## src/speed_stop_pkg.sv

```systemverilog
// Constants for the speed pulse and motor stop configuration block
//
// Functional notes
// Pulse select 0 both loops, 1 closed only, 2 open first try, 3 unused.
// Division field divides pulse rate by code; code zero divides by three.
// Config bit clear: pulse until below back-EMF threshold; set: while driven.
// Back-EMF threshold codes 0-5 give 1,2,5,10,20,30 mV; 6,7 unused.
// Stop method: hi-Z, recirculation, low brake, high brake, spin down.
// Brake time codes select 1 ms up to 15000 ms hold.
// Braking stops start once duty falls below threshold; code zero immediate.
// After brake time elapses, release braking and hold outputs high impedance.
package speed_stop_pkg;
  localparam int CFG_W = 32;
  localparam logic [31:0] CFG_RESET = 32'h0000_0000;
  localparam int SEL_LSB = 29;
  localparam int DIV_LSB = 25;
  localparam int CFGBIT_POS = 24;
  localparam int BEMF_LSB = 21;
  localparam int STOP_LSB = 18;
  localparam int BRK_LSB = 14;
  localparam int DUTY_LSB = 11;
  localparam logic [3:0] DIV_ZERO_AS = 4'h3;
  localparam int CLK_KHZ = 100000;
  localparam int MS_CYCLES = CLK_KHZ;
  localparam logic [1:0] SEL_BOTH = 2'h0;
  localparam logic [1:0] SEL_CLOSED = 2'h1;
  localparam logic [1:0] SEL_FIRST = 2'h2;
  typedef enum logic [2:0] {STOP_HIZ, STOP_RECIRC, STOP_LOW_BRAKE,
    STOP_HIGH_BRAKE, STOP_SPIN_DOWN} stop_method_e;
  typedef enum logic [1:0] {PH_OFF, PH_LOW, PH_HIGH, PH_RECIRC} phase_e;
endpackage

```

## src/speed_pulse_stop.sv

```systemverilog
// Speed pulse generation and motor stop sequencing
`timescale 1ns/1ns
`default_nettype none
module speed_pulse_stop
  import speed_stop_pkg::*;
#(
  parameter int MS_CYC = MS_CYCLES
)
(
  input wire logic clk_sys_in,
  input wire logic reset_n_in,
  input wire logic cfg_write_in,
  input wire logic [31:0] cfg_data_in,
  output logic [31:0] cfg_data_out,
  input wire logic comm_pulse_in,
  input wire logic closed_loop_in,
  input wire logic first_try_in,
  input wire logic driving_in,
  input wire logic [15:0] backemf_mv_in,
  input wire logic stop_req_in,
  input wire logic start_req_in,
  input wire logic [6:0] duty_pct_x2_in,
  output logic speed_pulse_output_out,
  output logic [1:0] phase_mode_out,
  output logic stopped_out
);
  typedef enum {S_RUN, S_WAIT_DUTY, S_BRAKE, S_HIZ} stop_state_e;
  logic [31:0] cfg_reg;
  logic [3:0] div_cnt_reg;
  logic pulse_reg;
  logic [31:0] brk_cnt_reg;
  stop_state_e st_reg;
  logic [1:0] sel;
  logic [3:0] div_code;
  logic [3:0] div_n;
  logic [2:0] bemf_code;
  logic [2:0] stop_code;
  logic [2:0] duty_code;
  logic [3:0] brk_code;
  logic pulse_en;
  logic duty_ok;
  logic braking;

  // Back-EMF threshold in mV per code
  function automatic logic [15:0] bemf_mv(input logic [2:0] c);
    case (c)
      3'h0: bemf_mv = 16'h0001;
      3'h1: bemf_mv = 16'h0002;
      3'h2: bemf_mv = 16'h0005;
      3'h3: bemf_mv = 16'h000A;
      3'h4: bemf_mv = 16'h0014;
      3'h5: bemf_mv = 16'h001E;
      default: bemf_mv = 16'hFFFF;
    endcase
  endfunction

  // Brake hold time in ms per code
  function automatic logic [15:0] brk_ms(input logic [3:0] c);
    case (c)
      4'h0: brk_ms = 16'h0001;
      4'h1: brk_ms = 16'h0002;
      4'h2: brk_ms = 16'h0005;
      4'h3: brk_ms = 16'h000A;
      4'h4: brk_ms = 16'h000F;
      4'h5: brk_ms = 16'h0019;
      4'h6: brk_ms = 16'h0032;
      4'h7: brk_ms = 16'h004B;
      4'h8: brk_ms = 16'h0064;
      4'h9: brk_ms = 16'h00FA;
      4'hA: brk_ms = 16'h01F4;
      4'hB: brk_ms = 16'h03E8;
      4'hC: brk_ms = 16'h09C4;
      4'hD: brk_ms = 16'h1388;
      4'hE: brk_ms = 16'h2710;
      default: brk_ms = 16'h3A98;
    endcase
  endfunction

  // Duty threshold in half percent units
  function automatic logic [6:0] duty_thr(input logic [2:0] c);
    case (c)
      3'h1: duty_thr = 7'h64;
      3'h2: duty_thr = 7'h32;
      3'h3: duty_thr = 7'h1E;
      3'h4: duty_thr = 7'h14;
      3'h5: duty_thr = 7'h0F;
      3'h6: duty_thr = 7'h0A;
      default: duty_thr = 7'h05;
    endcase
  endfunction

  // Field extraction
  assign sel = cfg_reg[SEL_LSB +: 2];
  assign div_code = cfg_reg[DIV_LSB +: 4];
  assign bemf_code = cfg_reg[BEMF_LSB +: 3];
  assign stop_code = cfg_reg[STOP_LSB +: 3];
  assign brk_code = cfg_reg[BRK_LSB +: 4];
  assign duty_code = cfg_reg[DUTY_LSB +: 3];
  assign div_n = (div_code == 4'h0) ? DIV_ZERO_AS : div_code;
  assign cfg_data_out = cfg_reg;
  assign braking = (stop_code == STOP_LOW_BRAKE) ||
    (stop_code == STOP_HIGH_BRAKE) || (stop_code == STOP_SPIN_DOWN);
  assign duty_ok = (duty_code == 3'h0) ||
    (duty_pct_x2_in < duty_thr(duty_code));

  // Pulse enable from loop mode and activity config
  always_comb
  begin
    case (sel)
      SEL_BOTH: pulse_en = 1'b1;
      SEL_CLOSED: pulse_en = closed_loop_in;
      SEL_FIRST: pulse_en = !closed_loop_in && first_try_in;
      default: pulse_en = 1'b0;
    endcase
    if (cfg_reg[CFGBIT_POS])
      pulse_en = pulse_en && driving_in;
    else
      pulse_en = pulse_en && (bemf_code < 3'h6) &&
        (backemf_mv_in >= bemf_mv(bemf_code));
  end

  // Configuration register
  always_ff @(posedge clk_sys_in)
  begin
    if (!reset_n_in)
      cfg_reg <= CFG_RESET;
    else if (cfg_write_in)
      cfg_reg <= cfg_data_in;
  end

  // Divided speed pulse, toggles every n commutation pulses
  always_ff @(posedge clk_sys_in)
  begin
    if (!reset_n_in)
    begin
      div_cnt_reg <= 4'h0;
      pulse_reg <= 1'b0;
    end
    else if (!pulse_en)
    begin
      div_cnt_reg <= 4'h0;
      pulse_reg <= 1'b0;
    end
    else if (comm_pulse_in)
    begin
      if (div_cnt_reg + 4'h1 >= div_n)
      begin
        div_cnt_reg <= 4'h0;
        pulse_reg <= !pulse_reg;
      end
      else
        div_cnt_reg <= div_cnt_reg + 4'h1;
    end
  end
  assign speed_pulse_output_out = pulse_reg;

  // Stop sequencer
  always_ff @(posedge clk_sys_in)
  begin
    if (!reset_n_in)
    begin
      st_reg <= S_RUN;
      brk_cnt_reg <= 32'h0;
    end
    else
    begin
      case (st_reg)
        S_RUN:
          if (stop_req_in)
            st_reg <= braking ? S_WAIT_DUTY : S_HIZ;
        S_WAIT_DUTY:
          if (duty_ok)
          begin
            st_reg <= S_BRAKE;
            brk_cnt_reg <= 32'(brk_ms(brk_code)) * 32'(MS_CYC);
          end
        S_BRAKE:
          if (brk_cnt_reg <= 32'h1)
            st_reg <= S_HIZ;
          else
            brk_cnt_reg <= brk_cnt_reg - 32'h1;
        S_HIZ:
          if (start_req_in)
            st_reg <= S_RUN;
        default: st_reg <= S_RUN;
      endcase
    end
  end

  // Phase mode output
  always_comb
  begin
    phase_mode_out = PH_OFF;
    if (st_reg == S_RUN)
      phase_mode_out = PH_RECIRC;
    else if (st_reg == S_BRAKE || st_reg == S_WAIT_DUTY)
      phase_mode_out = (stop_code == STOP_HIGH_BRAKE) ? PH_HIGH : PH_LOW;
    else if (st_reg == S_HIZ && stop_code == STOP_RECIRC)
      phase_mode_out = PH_RECIRC;
  end
  assign stopped_out = (st_reg == S_HIZ);

  a_closed_only_gate: assert property (@(posedge clk_sys_in)
    disable iff (!reset_n_in)
    (sel == SEL_CLOSED && !closed_loop_in) |=> !pulse_reg)
    else $error("pulse outside closed loop");
  a_unused_sel_off: assert property (@(posedge clk_sys_in)
    disable iff (!reset_n_in) (sel == 2'h3) |=> !pulse_reg)
    else $error("pulse with unused select");
  a_div_bound: assert property (@(posedge clk_sys_in)
    disable iff (!reset_n_in) div_cnt_reg < div_n || $changed(cfg_reg))
    else $error("divider count overflow");
  a_driven_gate: assert property (@(posedge clk_sys_in)
    disable iff (!reset_n_in)
    (cfg_reg[CFGBIT_POS] && !driving_in) |=> !pulse_reg)
    else $error("pulse while not driven");
  a_bemf_gate: assert property (@(posedge clk_sys_in)
    disable iff (!reset_n_in)
    (!cfg_reg[CFGBIT_POS] && bemf_code == 3'h6) |=> !pulse_reg)
    else $error("pulse with unused threshold");
  a_hiz_direct: assert property (@(posedge clk_sys_in)
    disable iff (!reset_n_in)
    (st_reg == S_RUN && stop_req_in && !braking) |=> st_reg == S_HIZ)
    else $error("non braking stop not direct");
  a_brake_load: assert property (@(posedge clk_sys_in)
    disable iff (!reset_n_in)
    (st_reg == S_WAIT_DUTY && duty_ok) |=>
      brk_cnt_reg == 32'(brk_ms(brk_code)) * 32'(MS_CYC))
    else $error("brake time not loaded");
  a_duty_wait: assert property (@(posedge clk_sys_in)
    disable iff (!reset_n_in)
    (st_reg == S_WAIT_DUTY && !duty_ok) |=> st_reg == S_WAIT_DUTY)
    else $error("brake began above duty threshold");
  a_brake_end: assert property (@(posedge clk_sys_in)
    disable iff (!reset_n_in)
    (st_reg == S_BRAKE && brk_cnt_reg <= 32'h1) |=>
      phase_mode_out == PH_OFF || stop_code == STOP_RECIRC)
    else $error("braking not released");
endmodule
`default_nettype wire

```

## config.mk

```make
export PLATFORM = sky130hd
export DESIGN_NAME = speed_pulse_stop
export DESIGN_NICKNAME = d
export VERILOG_FILES = /design/src/speed_stop_pkg.sv /design/src/speed_pulse_stop.sv
export SDC_FILE = /design/constraint.sdc
export NUM_CORES = 1
export LEC_CHECK = 0
export ABC_AREA = 1
export BUFFER_PORTS_ARGS = -buffer_cell sky130_fd_sc_hd__buf_2
export CORE_ASPECT_RATIO = 0.5
export CORE_MARGIN = 2
export CORE_UTILIZATION = 43
export CTS_BUF_LIST = sky130_fd_sc_hd__clkbuf_8
export DETAILED_ROUTE_END_ITERATION = 10
export PLACE_DENSITY = 0.73
export REMOVE_ABC_BUFFERS = 1
export SYNTH_ARGS = -nofsm -noshare
export SYNTH_HDL_FRONTEND = slang
export SYNTH_SLANG_ARGS = --single-unit
```

## constraint.sdc

```tcl
create_clock -name clk_sys_in -period 10.3 [get_ports clk_sys_in]
set_input_delay 0 -clock clk_sys_in [delete_from_list [all_inputs] [get_ports clk_sys_in]]
set_output_delay 0 -clock clk_sys_in [all_outputs]
set_load 0.01 [all_outputs]
```

==> metrics.txt <==
dpl hpwl 18500 um; first-pass GRT wire length 40300 um; final instance count without filler cells 1701; chip height 105 um; Hold WS 0.0555 ns; Final WS setup 5.80 ns; PD cells 188 nW/um2; starting density of the core 44.4%; # fillers 1863; layout cells sized above 1 10.6%; Worst Max-Slew Pin Slew 0.832 ns; DP Cell Count 1654; post-synth top area share 20.0%; Port Buffer Count 99; dpl ws 5.93 ns; sequential area share after synthesis 19.5%; RSZ-0062 raised after global routing false; Area growth, synth to finish 14.5%; fin. max-slew vios 0; Clk pin slew, worst setup/hold paths 0.10 ns; Setup CP Type reg2reg; clk_lat worst skew 0.38 ns; All-Layer GR Usage 22.8%; largest area contributor in the netlist ha_1; DRC viols 0; GRT overflow 0; Yosys Warn Count 0; Synth cell types 45; routed via count 8661; DR WL/cell 13.8 um; clock skew 0.0129 ns; Core Area 19700 um2; Cell Rows 36; critical-path maximum fanout 5; CTS root buffer clkbuf_8; register bit total from synthesis 85; syn avg cell area 6.68 um2; antenna cells 0; CTS tree done; vias in the first global route 8672; CP startpoint kind register; share of async-settable or async-resettable flops after synthesis 0%; Core Util, Final 50.8%; min Tclk post-route 4.50 ns; CTS sink count 85; Starting DRT DRC Count 561; EDFF count, synth 0; DR WL met3 1380 um; Rel. slew slack 44.1%; Worst setup EP type register; Lkg Pwr 5.48 nW; largest net degree at the start of global routing 52; total power 1.88 mW; drt total wl 23500 um; wire length on met2 11000 um; setup TNS 0 ns; Worst Path Required 10.62 ns; setup violators final 0; DP Area 9480 um2; flop-to-flop setup slack 5.80 ns; f_max 222 MHz; Max Cap Violations 0; status completed; DR vias/cell 5.09; Design Area, Final 10000 um2; maximum VDD drop 0.0916 mV; Mapped Area 8740 um2; CTS H-tree lvls 3; Final Hold Fails 0; antenna-violating nets left 0; IO Count 100; Post-Route M1 WL 10700 um; Hold/Removal Path Class in2reg; Post-Syn Instances 1309; Main synth FF type dfxtp_1; Layout Nets 1667; Final GP Congestion 0.984; DRT Pass-1 Iters 5; Die X 206 um; arrival time at the worst endpoint 4.82 ns; largest cells by area after synthesis ha_1 20%, dfxtp_1 19%, nand2_1 13%; die area 21600 um2; CTS max path bufs 2; uppermost layer routed met4; initial antenna violation count 0; CTS Buf Count 9; Tcrit/Tclk final 43.6%
-- placed cells by master, fill, tap and decap left out, types with 9 or more instances in the layout --
master	instances
a21oi_1	76
buf_2	99
clkbuf_8	9
dfxtp_1	85
dlygate4sd3_1	31
fa_1	33
ha_1	140
inv_1	215
nand2_1	305
nand3_1	73
nand3b_1	10
nand4_1	15
nor2_1	181
nor2_2	9
o21ai_0	64
-- Yosys cell counts (all sizes together), types with 2 or more instances --
| library cell | instances |
|---|---|
| ha | 140 |
| nor3 | 10 |
| nand3 | 73 |
| a31oi | 2 |
| a22oi | 2 |
| o211ai | 2 |
| nor2 | 191 |
| dfxtp | 85 |
| xor2 | 7 |
| clkbuf | 13 |
| nor3b | 2 |
| inv | 221 |
| nand3b | 10 |
| fa | 33 |
| nand2 | 312 |
| and2 | 6 |
| o21ai | 66 |
| or2 | 6 |
| xnor2 | 8 |
| a21oi | 76 |
| nand4 | 15 |
| o21a | 2 |
| o22ai | 3 |
| o21bai | 4 |
| buf | 11 |
| a31o | 3 |
-- worst max-delay path, stage by stage (launching register included) --
cell     delay, ns
dfxtp_1       0.46
ha_1          0.30
ha_1          0.35
xor2_1        0.18
ha_1          0.18
a31o_2        0.24
fa_1          0.51
inv_1         0.06
fa_1          0.54
inv_1         0.05
ha_1          0.36
nand2_1       0.12
nor2_1        0.22
and2_1        0.18
nand4_1       0.11
nand4_1       0.12
nand2_1       0.05
nor2_1        0.24
nor2_1        0.07
nor2_1        0.09
-- layout make-up --
| cell class | instances | area [um2] | share of cell area [%] |
|---|---|---|---|
| clock buffer | 9 | 124 | 1.24 |
| clock inverter | 7 | 91.3 | 0.913 |
| inverter | 222 | 836 | 8.35 |
| multi-input combinational | 978 | 6080 | 60.8 |
| sequential | 85 | 1700 | 17.0 |
| tap | 266 | 333 | 3.33 |
| timing repair buffer | 134 | 836 | 8.35 |
-- timing repair --
item	in CTS	in global routing
hold buffers	31	0
buffers inserted	0	0
hold endpoints to repair	33	0
resized for setup	0	0
setup endpoints to repair	0	0
-- power by group --
part | switching, mW | total [mW] | internal, mW
Sequential | 0.0595 | 0.445 | 0.385
Combinational | 0.766 | 1.18 | 0.413
Clock | 0.142 | 0.259 | 0.118
-- final timing paths --
kind                      endpoint        startpoint  depth (start not counted)
setup / recovery   brk_cnt_reg[27]          register                         19
hold / removal    cfg_data_out[17]   cfg_data_in[17]                          3
setup reg to reg   brk_cnt_reg[27]          register                         19
hold reg to reg   cfg_data_out[29]  cfg_data_out[29]                          2
-- kinds of logic (layout without fill, tap and decap cells) --
| logic type | after synthesis | after routing | share of synthesized area, % |
|---|---|---|---|
| multiplexers | 1 | 1 | 0.115 |
| AO/OA/AOI/OAI | 163 | 163 | 9.92 |
| flip-flops | 85 | 85 | 19.5 |
| adder cells (fa/ha/maj) | 173 | 173 | 27.6 |
| XOR/XNOR | 15 | 15 | 1.50 |
| buffers and inverters | 246 | 372 | 10.9 |
| AND/OR/NAND/NOR | 626 | 626 | 30.5 |
-- metal layers --
layer	vias to the layer above	GRT usage [%]
met1	3971	29.6
met3	35	3.93
li1	4396	-
met4	0	6.83
met2	259	38.8
met5	-	0
(Power assumes the default switching activity.)
